$ cat config.mk
export PLATFORM = sky130hd
export DESIGN_NAME = tecds_supervisor
export DESIGN_NICKNAME = d
export VERILOG_FILES = /design/src/tecds_pkg.sv /design/src/tecds_supervisor.sv
export SDC_FILE = /design/constraint.sdc
export NUM_CORES = 1
export LEC_CHECK = 0
export BUFFER_PORTS_ARGS = -buffer_cell sky130_fd_sc_hd__buf_2
export CAP_MARGIN = 10
export CELL_PAD_IN_SITES_DETAIL_PLACEMENT = 0
export CELL_PAD_IN_SITES_GLOBAL_PLACEMENT = 1
export CORE_UTILIZATION = 43
export DETAILED_ROUTE_END_ITERATION = 7
export HOLD_SLACK_MARGIN = 0.08
export PLACE_DENSITY_LB_ADDON = 0.1
export REMOVE_ABC_BUFFERS = 1
export SLEW_MARGIN = 0
export SYNTH_ARGS = -nofsm -noshare
export SYNTH_HDL_FRONTEND = slang
export SYNTH_SLANG_ARGS = --single-unit
$ cat constraint.sdc
create_clock -name core_clk_i -period 11.4 [get_ports core_clk_i]
set_input_delay 0.57 -clock core_clk_i [delete_from_list [all_inputs] [get_ports core_clk_i]]
set_output_delay 0.57 -clock core_clk_i [all_outputs]
set_load 0.05 [all_outputs]
$ cat src/tecds_pkg.sv
// constants and types for the thermoelectric cooler drive supervisor
`default_nettype none
package tecds_pkg;

  // =========================================================
  // widths
  localparam int DRIVE_W = 20;  // drive current in mA, signed
  localparam int RES_W   = 24;  // sensor resistance in ohms
  localparam int VOLT_W  = 16;  // cooler voltage in mV, signed
  localparam int SLEW_W  = 10;  // slew limit in A/s
  localparam int STEP_W  = 32;  // slew step product width

  // =========================================================
  // slew limit
  localparam logic [SLEW_W-1:0] SLEW_MAX_APS = 10'h3E8;  // 1000 A/s
  localparam logic [SLEW_W-1:0] SLEW_RST_APS = 10'h064;  // 100 A/s
  localparam int CONV_INTERVAL_MS = 100;  // conversion tick spacing

  // =========================================================
  // auto range thresholds in ohms
  localparam logic [RES_W-1:0] RES_MID_FLOOR = 24'h0003E8;  // 1 kohm
  localparam logic [RES_W-1:0] RES_HI_CEIL   = 24'h0007D0;  // 2 kohm
  localparam logic [RES_W-1:0] RES_LO_FLOOR  = 24'h002710;  // 10 kohm
  localparam logic [RES_W-1:0] RES_MID_CEIL  = 24'h004E20;  // 20 kohm

  // =========================================================
  // timing
  localparam int CLK_PERIOD_NS = 10;
  localparam int OV_HOLD_MS    = 1000;  // overvoltage persistence
  localparam int NS_PER_MS     = 1000000;

  // =========================================================
  // types
  typedef enum logic [1:0] {
    EXC_FIX_1MA   = 2'h0,
    EXC_FIX_100UA = 2'h1,
    EXC_FIX_10UA  = 2'h2,
    EXC_AUTO      = 2'h3
  } tecds_exc_mode_type;

  typedef enum logic [2:0] {
    RNG_1MA   = 3'h1,
    RNG_100UA = 3'h2,
    RNG_10UA  = 3'h4
  } tecds_range_type;

  typedef struct packed {
    logic signed [DRIVE_W-1:0] high_output_limit;
    logic signed [DRIVE_W-1:0] low_output_limit;
  } tecds_limits_type;

endpackage : tecds_pkg
`default_nettype wire

$ cat src/tecds_supervisor.sv
// thermoelectric cooler drive supervisor: ranging, slew, protection
// Operation
// - excitation choices 1mA, 100uA, 10uA, auto
// - auto picks current from sensor resistance
// - overlapping ranges keep previous excitation
// - semiconductor sensor in auto uses 1mA
// - slew limit 0..1000 A/s, reset 100
// - every new target ramps at slew limit
// - drive updates once per conversion tick
// - disable drops drive to zero at once
// - re-enable ramps back to previous target
// - voltage over ceiling above one second cuts
// - first overvoltage cut raises fault once
// - stays off until target zero or toggle
// - clamp target, low limit wins conflicts
// - disabled outputs hold zero despite low limit
`default_nettype none
module tecds_supervisor #(
  parameter int CONV_MS     = tecds_pkg::CONV_INTERVAL_MS,
  parameter int OV_HOLD_CYC = tecds_pkg::OV_HOLD_MS
                              * (tecds_pkg::NS_PER_MS
                              / tecds_pkg::CLK_PERIOD_NS)
) (
  input  wire logic                                   core_clk_i,
  input  wire logic                                   sys_rst_i,
  input  wire logic                                   conv_tick_i,
  input  wire tecds_pkg::tecds_exc_mode_type          exc_mode_i,
  input  wire logic                                   sensor_is_semi_i,
  input  wire logic [tecds_pkg::RES_W-1:0]            sensor_res_i,
  input  wire logic                                   slew_wr_i,
  input  wire logic [tecds_pkg::SLEW_W-1:0]           slew_rate_i,
  input  wire logic                                   target_wr_i,
  input  wire logic signed [tecds_pkg::DRIVE_W-1:0]   target_i,
  input  wire tecds_pkg::tecds_limits_type            limits_i,
  input  wire logic                                   outputs_allowed_i,
  input  wire logic signed [tecds_pkg::VOLT_W-1:0]    cooler_volt_i,
  input  wire logic signed [tecds_pkg::VOLT_W-1:0]    volt_ceiling_i,
  output var  logic signed [tecds_pkg::DRIVE_W-1:0]   drive_o,
  output var  tecds_pkg::tecds_range_type             exc_sel_o,
  output var  logic [tecds_pkg::SLEW_W-1:0]           slew_limit_o,
  output var  logic                                   ov_shutdown_o,
  output var  logic                                   hw_fault_o
);
  import tecds_pkg::*;

  localparam int CW = $clog2(OV_HOLD_CYC + 1);
  localparam logic [CW-1:0] OV_LAST = CW'(OV_HOLD_CYC);

  // =========================================================
  // excitation auto ranging
  tecds_range_type rng_r, rng_nxt;

  // overlap bands keep the present range, so no chatter
  always_comb begin
    rng_nxt = rng_r;
    case (exc_mode_i)
      EXC_FIX_1MA:   rng_nxt = RNG_1MA;
      EXC_FIX_100UA: rng_nxt = RNG_100UA;
      EXC_FIX_10UA:  rng_nxt = RNG_10UA;
      default: begin
        if (sensor_is_semi_i) begin
          rng_nxt = RNG_1MA;
        end else if (sensor_res_i < RES_MID_FLOOR) begin
          rng_nxt = RNG_1MA;
        end else if (sensor_res_i > RES_MID_CEIL) begin
          rng_nxt = RNG_10UA;
        end else begin
          case (rng_r)
            RNG_1MA: begin
              if (sensor_res_i >= RES_HI_CEIL) begin
                rng_nxt = RNG_100UA;
              end
            end
            RNG_10UA: begin
              if (sensor_res_i <= RES_LO_FLOOR) begin
                rng_nxt = RNG_100UA;
              end
            end
            default: rng_nxt = RNG_100UA;
          endcase
        end
      end
    endcase
  end

  always_ff @(posedge core_clk_i) begin
    if (sys_rst_i) begin
      rng_r <= RNG_1MA;
    end else begin
      rng_r <= rng_nxt;
    end
  end

  // =========================================================
  // slew limit and target registers
  logic [SLEW_W-1:0]        slew_r, slew_nxt;
  logic signed [DRIVE_W-1:0] tgt_r, tgt_nxt;

  // oversize writes saturate rather than wrap
  always_comb begin
    slew_nxt = slew_r;
    tgt_nxt  = tgt_r;
    if (slew_wr_i) begin
      slew_nxt = (slew_rate_i > SLEW_MAX_APS) ? SLEW_MAX_APS
                                              : slew_rate_i;
    end
    if (target_wr_i) begin
      tgt_nxt = target_i;
    end
  end

  always_ff @(posedge core_clk_i) begin
    if (sys_rst_i) begin
      slew_r <= SLEW_RST_APS;
      tgt_r  <= '0;
    end else begin
      slew_r <= slew_nxt;
      tgt_r  <= tgt_nxt;
    end
  end

  // =========================================================
  // overvoltage watch
  logic          above;
  logic          ov_trip;
  logic          ov_clear;
  logic [CW-1:0] ov_cnt_r, ov_cnt_nxt;
  logic          ov_r, ov_nxt;
  logic          seen_r, seen_nxt;
  logic          fault_r, fault_nxt;

  // trip fires one cycle after the full second has elapsed
  always_comb begin
    above      = cooler_volt_i > volt_ceiling_i;
    ov_cnt_nxt = '0;
    if (above) begin
      ov_cnt_nxt = (ov_cnt_r == OV_LAST) ? ov_cnt_r
                                         : ov_cnt_r + 1'b1;
    end
    ov_trip  = above && (ov_cnt_r == OV_LAST) && !ov_r;
    ov_clear = (target_wr_i && (target_i == '0))
               || !outputs_allowed_i;
    ov_nxt    = ov_trip || (ov_r && !ov_clear);
    seen_nxt  = seen_r || ov_trip;
    fault_nxt = ov_trip && !seen_r;
  end

  always_ff @(posedge core_clk_i) begin
    if (sys_rst_i) begin
      ov_cnt_r <= '0;
      ov_r     <= 1'b0;
      seen_r   <= 1'b0;
      fault_r  <= 1'b0;
    end else begin
      ov_cnt_r <= ov_cnt_nxt;
      ov_r     <= ov_nxt;
      seen_r   <= seen_nxt;
      fault_r  <= fault_nxt;
    end
  end

  // =========================================================
  // clamped goal and slew-limited drive
  logic signed [DRIVE_W-1:0] goal;
  logic signed [DRIVE_W:0]   diff;
  logic [DRIVE_W:0]          mag;
  logic [STEP_W-1:0]         step;
  logic signed [DRIVE_W-1:0] drive_r, drive_nxt;
  logic signed [DRIVE_W-1:0] drive_prev_r;  // last drive, for checks

  // high clamp first so the low limit has the last word
  always_comb begin
    goal = tgt_r;
    if (goal > limits_i.high_output_limit) begin
      goal = limits_i.high_output_limit;
    end
    if (goal < limits_i.low_output_limit) begin
      goal = limits_i.low_output_limit;
    end
    diff = {goal[DRIVE_W-1], goal} - {drive_r[DRIVE_W-1], drive_r};
    mag  = diff[DRIVE_W] ? (DRIVE_W+1)'(-diff) : diff;
    step = STEP_W'(slew_r) * STEP_W'(CONV_MS);
    drive_nxt = drive_r;
    if (!outputs_allowed_i || ov_r || ov_trip) begin
      drive_nxt = '0;
    end else if (conv_tick_i) begin
      if (step >= STEP_W'(mag)) begin
        drive_nxt = goal;
      end else if (diff[DRIVE_W]) begin
        drive_nxt = drive_r - DRIVE_W'(step);
      end else begin
        drive_nxt = drive_r + DRIVE_W'(step);
      end
    end
  end

  always_ff @(posedge core_clk_i) begin
    if (sys_rst_i) begin
      drive_r      <= '0;
      drive_prev_r <= '0;
    end else begin
      drive_r      <= drive_nxt;
      drive_prev_r <= drive_r;
    end
  end

  // =========================================================
  // outputs, all straight from flops
  always_comb begin
    drive_o       = drive_r;
    exc_sel_o     = rng_r;
    slew_limit_o  = slew_r;
    ov_shutdown_o = ov_r;
    hw_fault_o    = fault_r;
  end

  // movement across the last edge, taken from the kept previous drive
  logic signed [DRIVE_W:0] moved;
  always_comb begin
    moved = {drive_r[DRIVE_W-1], drive_r}
            - {drive_prev_r[DRIVE_W-1], drive_prev_r};
  end
endmodule : tecds_supervisor
`default_nettype wire

==> run summary, run 1 <==
The relative slew slack is 40.04%, and the area added between synthesis and finish is 14.66%. The start point of the worst hold path is seen_r$_SDFF_PP0_. The number of setup buffers added after CTS is 0. The placed instances occupy a cell area of 10640 um2. The uppermost layer routed was met4. The total number of placement rows came out at 54. For the routability-driven placement congestion ratio, the log shows 0.8540.

From left edge to right edge, the die measures 151.2 um. The number of buffers inserted by hold repair at cts was 0. Setup repair after global routing left no endpoint under its margin. The number of gates resized after CTS was 0. At the later pin of the worst-skew pair, clock insertion delay measures 360 ps. Yosys mapped the design onto 79 distinct sky130hd cell types. Fraction of final layout cells sized beyond drive strength 1: 18.89%. STA classifies the critical path endpoint as a flip-flop. Kind of path behind the tightest hold check: reg2reg. The logs give 34 for the maximum number of pins on one net before global-route repair and 9 for the number of CTS-inserted buffers. The largest incremental delay on the critical path was 620 ps; the total vias in the final route was 8945. The first global-routing pass estimated 42.66 mm of wire. The worst setup slack after layout was 916.0 ps; the DRC violation total after the first TritonRoute iteration was 343. The setup TNS after final layout is 0 ps. STA classifies the critical path startpoint as a primary input. The synthesized design contains 0 enable-type register cells.

VDD sags by at most 0.2075 mV. The antenna diode instance count came out at 0. Counting the fill cells in the layout gives 2246. The total overflow left after global routing is 0. A synthesized cell averages 7.882 um2. Buffers placed on the I/O ports in this run total 169. The number of standard cells after synthesis is 1214. In the final routing, the length of wire on met1 measures 12.17 mm.

The tools report the number of antenna violations at the first check in global routing as 0. For the count of placed standard cells in the final layout, fillers left out, the log shows 1646. Total length of routed met2 wires: 12.79 mm. The synthesized netlist occupies a cell area of 9569 um2.

The clock period minus worst slack was 10480 ps. Prior to clock tree synthesis, the placed netlist has a worst setup slack of 643.5 ps. For the pin with the worst max-slew slack, the measured transition is 899.4 ps.

For this run, design rule violations remaining after detail routing come to 0. For this design the top-level I/O count stands at 170. The worst-case clock buffer depth is 2, and the starting density of the core is 43.85%.

Ranked by total cell area, the synthesized netlist is headed by ha_1 19%, dfxtp_1 17%, inv_1 5.0%. The peak clock frequency supported by timing was 0.09538 GHz; the sequential cell area was 1662 um2. Counting flops and latches in the post-synthesis netlist gives 83. Summing all multi-input logic gate instances after layout gives 7257 um2.

At the worst endpoint, the required time is 11640 ps. The critical path starts at limits_i[27]. After floorplanning, the core was sized to cover 21820 um2. In the synthesized netlist the async set-or-reset flop fraction comes to 0%.

For the worst setup path, the data arrival time is 10730 ps. The share of Yosys cell area claimed by the top area cell type was 19.22%; the die height was 151.2 um. Dividing the detail-routed via count by the number of cells gives 5.434. The total chip power is 2.263 mW.

The slowest stage of the critical path is the a2111oi_0 cell. For this run, the leading register cell type out of synthesis is dfxtp_1. The clock transition at the registers of the reported paths was 70 ps.

The setup path with the least slack is of type in2reg. The worst register-to-register path begins at tgt_r[7]$_SDFFE_PP0P_. The tools report the clock root buffer master as clkbuf_16.

For the count of final max-slew check failures, the log shows 0. Max-cap violations in this run came to 0. Sequential cells were found to cover 17.36% of the synthesized design area. The global router's overall resource usage came out at 23.47%. After synthesis, the most frequently instantiated cells are 147 x ha_1, 127 x inv_1, 123 x nor2_1. The run gives 0 as the final hold violation count. The maximum fanout encountered on the critical timing path came out at 19. The most common cell in the synthesized netlist is ha_1. For the routed wire length on met3, the log shows 713 um. Dividing total power by cell area gives a power density of 206.2 nW/um2. The first detailed-routing pass ran for 5 iterations. The share of the cycle needed by the critical path after routing works out to 91.97%. The cell occurring most often along the worst timing path is nor2_1. The clock tree skew after final layout is 13.14 ps, and the number of sinks on the clock net is 83. The run gives 50.28% as the final standard cell utilization of the core.

The detail route stage leaves a number of antenna-violating nets equal to 0. Number of global-route vias before repair: 8706. The run gives 26.01 mm as the total wirelength of the detailed-routed design.

The die covers 22850 um2. The total of endpoints with negative setup slack in the final report was 0. TritonCTS built the clock tree.

The H-tree was split into 3 levels. For the count of yosys warnings during synthesis, the log shows 0. The run gives 5.243 nW as the static leakage.

The tools report the final cell area excluding filler cells as 10970 um2. After the last flow step, the layout net total stands at 1650. After legalization and detailed placement, the total HPWL measured 21.41 mm. The number of placed instances, taps included, is 1630.

The flow ran to the end, and the final reports show no timing, DRC or antenna violations. Summed over all instances, the cell type with the most area after synthesis is ha_1. The detailed-route wire length per cell works out to 15.80 um. The final hold slack is 433.9 ps.
==> kinds of logic (layout without fill, tap and decap cells) <==
kind of cell             count (synthesis)  in the layout  share of synthesized area [%]
AND/OR/NAND/NOR                        389            389                          21.00
AO/OA/AOI/OAI                          260            260                          17.90
buffers and inverters                  167            319                          6.878
adder cells (fa/ha/maj)                154            154                          20.69
XOR/XNOR                                91             91                          8.329
flip-flops                              83             83                          17.36
multiplexers                            70             70                          7.845
==> final timing paths <==
path,endpoint,slack (ps),cells after the start
hold reg to reg,hw_fault_o$_SDFF_PP0_,430,1
hold / removal,hw_fault_o$_SDFF_PP0_,430,1
setup / recovery,drive_o[0]$_SDFFE_PP0P_,920,45
setup reg to reg,drive_o[0]$_SDFFE_PP0P_,940,43
==> per-layer routing <==
| metal | vias to the layer above | global-route usage (%) |
|---|---|---|
| met2 | 122 | 41.63 |
| li1 | 4646 | - |
| met3 | 17 | 3.102 |
| met1 | 4160 | 30.22 |
| met5 | - | 0 |
| met4 | 0 | 4.550 |
==> sequential cells by signal (all words and copies together) (netlist names) <==
name,cells
drive_o,20
exc_sel_o,3
hw_fault_o,1
ov_cnt_r,27
ov_shutdown_o,1
seen_r,1
slew_limit_o,10
tgt_r,20
==> critical path: cells and delay by family <==
kind                       cells  cell delay [ps]
muxes                          3             1210
and+or+nand+nor               14             2870
xor gates and xnor gates       2              290
AOI/OAI and AO/OA             17             3790
buffers and inverters          4              450
adders and majority gates      5             1540
==> power by group <==
part	internal [mW]	switching, mW	total, mW
clock	0.197	0.142	0.339
sequential	0.309	0.0234	0.333
combinational	0.634	0.957	1.59
total	1.14	1.12	2.26
==> final cells by class <==
cell class,count,share of cell area (%)
Clock buffer,9,2.053
Clock inverter,7,0.9693
Inverter,128,4.379
Sequential cell,83,15.14
Tap cell,280,3.193
Timing Repair Buffer,175,8.119
Multi-Input combinational cell,964,66.14
==> placed cells by master (no fill, tap or decap), types with 29 or more instances in the layout <==
cell type / synthesis / final
nor3_1: 31 / 31
xor2_1: 45 / 45
nand2_1: 58 / 58
a21oi_1: 60 / 59
mux2_2: 40 / 40
mux2i_1: 30 / 29
nand3_1: 36 / 36
o21ai_0: 70 / 70
dfxtp_1: 83 / 83
xnor2_1: 46 / 46
ha_1: 147 / 147
a21o_1: 30 / 30
inv_1: 127 / 127
nor2_1: 123 / 123
buf_2: 4 / 169
(Power assumes the default switching activity.)
==> run 2, diff against run 1 <==
--- a/config.mk
+++ b/config.mk
@@ -9,7 +9,7 @@
 export CAP_MARGIN = 10
 export CELL_PAD_IN_SITES_DETAIL_PLACEMENT = 0
 export CELL_PAD_IN_SITES_GLOBAL_PLACEMENT = 1
-export CORE_UTILIZATION = 43
+export CORE_UTILIZATION = 39
 export DETAILED_ROUTE_END_ITERATION = 7
 export HOLD_SLACK_MARGIN = 0.08
 export PLACE_DENSITY_LB_ADDON = 0.1
==> constraint.sdc (replaced) <==
create_clock -name core_clk_i -period 9.6 [get_ports core_clk_i]
set_input_delay 0.48 -clock core_clk_i [delete_from_list [all_inputs] [get_ports core_clk_i]]
set_output_delay 0.48 -clock core_clk_i [all_outputs]
set_load 0.05 [all_outputs]
==> run 2 against run 1 <==
  * Final area grew 8.0%
  * Critical endpoint unchanged
  * Total power is 34% higher
  * Sequential share of layout area down 1.1 points
  * Critical path type is now reg2reg
==> run summary, run 2 (same netlist as run 1, synthesis figures left out) <==
The run finished with clean final reports. The congestion estimate from routability-driven global placement came to 0.8738. The DRC violation total after the first TritonRoute iteration is 467. Floorplan die width: 158.6 um. The most numerous cell type found on the critical path is nor2_1. First-pass iteration count of the detailed router: 6. The die height works out to 158.6 um. The total number of placement rows is 56. The start-to-end type of the worst setup path was reg2reg.

In the final routed layout, each cell accounts on average for 16.00 um. CTS saw 83 sinks. Across the VDD grid, the largest voltage drop is 0.1420 mV. The worst setup path is captured at a flip-flop. The tools report the global router's overall resource usage as 22.27%. TritonCTS built the clock tree.

In this run the remaining antenna-violating nets after routing total 0. The clock arrives with 19.78 ps of skew. The number of buffer cells added on primary ports was 169; the maximum number of pins on one net before global-route repair was 34. The clock latency at the later pin of the worst-skew pair is 360 ps, and the flip-flop count of the largest register after layout is 27.

The maximum fanout encountered on the critical timing path was 5; the antenna diode instance count was 0. The wire-length estimate of the detail-placed layout is 22.53 mm. The clock root buffer master was clkbuf_16.

The count of final max-slew check failures is 0, and the sum of overflow across all layers after global routing is 0. Excluding fillers, the count of instances in the completed layout stands at 1771. The startpoint identified for the worst hold timing path is slew_rate_i[5]. Worst-path cell with the longest stage delay: or4b_4. The clock period minus worst slack was 9288 ps; the area of the core region was 23750 um2. Measured on the finished design, the core utilization comes to 49.90%. The final hold violation count came out at 0.

Leaving out fill and tap cells, the most frequent cell in the layout is buf_2. The number of global-route vias before repair was 8585; the starting density of the core was 40.29%. The total wirelength of the detailed-routed design was 28.34 mm.

The library cells used most frequently in the layout, excluding fill and tap cells, are 169 x buf_2, 144 x ha_1, 127 x inv_1. The share of the cycle needed by the critical path after routing came out at 96.75%. In the routed layout, each cell is associated on average with a via count of 5.217. Including well taps, the total number of placed cells is 1743.

Summed over all cells, the static leakage comes to 5.691 nW. The worst pin sits at a relative slew slack of 37.60%. For this run, the slowest stage of the critical path takes 500 ps. Derived from the worst setup path, the maximum achievable clock frequency is 0.1077 GHz.

The count of nets after finishing is 1736, and the slew at the pin closest to its max-slew limit is 936.0 ps. After clock tree synthesis, the clock-pin slew on the worst setup and hold paths is 70 ps. The fraction of final layout cells sized beyond drive strength 1 works out to 24.86%. The kind of path behind the tightest hold check is in2reg.

The worst setup path is launched from a flip-flop. The reported max-cap violation count was 0; the post-detailed-route DRC marker count was 0. The die covers 25170 um2. The critical path starts at tgt_r[7]$_SDFFE_PP0P_. The register with the most flip-flops was ov_cnt_r. For the critical path required time, the log shows 9850 ps. The data arrival time at the worst-slack endpoint is 9530 ps, and the worst-case clock buffer depth is 2. The logs give 9 for the number of CTS-inserted buffers and 170 for the number of I/O pins. The routed layout has 9239 vias. The logs give 0 for the number of antenna violations at the first check in global routing and 0 for the total of endpoints with negative setup slack in the final report.

The global-route wire length before repair was 43.80 mm. The startpoint identified for the worst register-to-register timing path is tgt_r[7]$_SDFFE_PP0P_. In this run the number of H-tree levels came out at 3. Relative to the synthesized area, the layout overhead comes to 23.86%. The total power per unit cell area came out at 256.5 nW/um2.

The tools report the slack of the worst reg-to-reg path as 310 ps.
## run 2: cell types whose count changed in the layout (fill, tap and decap cells not counted), moves of 3 or more
cell	before	now
buf_4	6	84
o21ai_0	70	65
o21ai_1	2	6
buf_6	0	3
ha_1	147	144
nor3_1	31	28
nor3_2	0	3
## run 2: metal layers
layer	part of all wire, %	GRT usage (%)	vias to the layer above
met4	1.4	4.945	0
met2	46	36.15	158
met3	3.3	2.559	23
met1	50	31.33	4242
met5	0	0	-
li1	-	-	4816
## run 2: worst paths after layout
kind                                  endpoint  depth (start not counted)
setup / recovery       drive_o[0]$_SDFFE_PP0P_                         46
hold / removal    slew_limit_o[5]$_SDFFE_PP1P_                          3
setup reg to reg       drive_o[0]$_SDFFE_PP0P_                         46
hold reg to reg          hw_fault_o$_SDFF_PP0_                          1
## run 2: cell type report
type                       instances  area [um2]
tap                              319       399.1
clock buffer                      10       239.0
multi-input combinational        966        7417
sequential                        83        1664
fill                            2356       11900
inverter                         128       480.5
timing repair buffer             259        1580
clock inverter                     6       72.57
## run 2: critical path: cells and delay by family (launching register included)
kind	cells	cell delay, ps
fa+ha+maj	4	1230
simple gates	11	1470
mux	3	950
compound gates	20	3910
buf+inv	6	990
flops	1	340
xor+xnor	2	290
## run 2: what timing repair did
item | 4_1_cts | 5_1_grt
hold buffers | 0 | 0
gates resized for setup | 0 | 36
buffers inserted | 0 | 8
endpoints found under the setup margin | 0 | 20
## run 2: power by group
| group | internal [mW] | total, mW | switching (mW) |
|---|---|---|---|
| clock | 0.212 | 0.378 | 0.167 |
| sequential | 0.367 | 0.397 | 0.0298 |
| combinational | 1.00 | 2.26 | 1.26 |
| total | 1.58 | 3.04 | 1.46 |
## run 2: metrics by stage
step	hold slack, ps	setup WS [ps]	cell area (um2)	power [mW]	TNS (ps)
after floorplan	391.8	-799.7	9392	1.820	-12990
after global placement	399.5	174.3	11260	2.522	0
after detailed placement	410.7	53.84	11260	2.517	0
after CTS	342.2	304.5	11570	2.914	0
after global routing	364.5	-67.93	11850	3.315	-575.1
final	358.1	311.6	11850	3.040	0
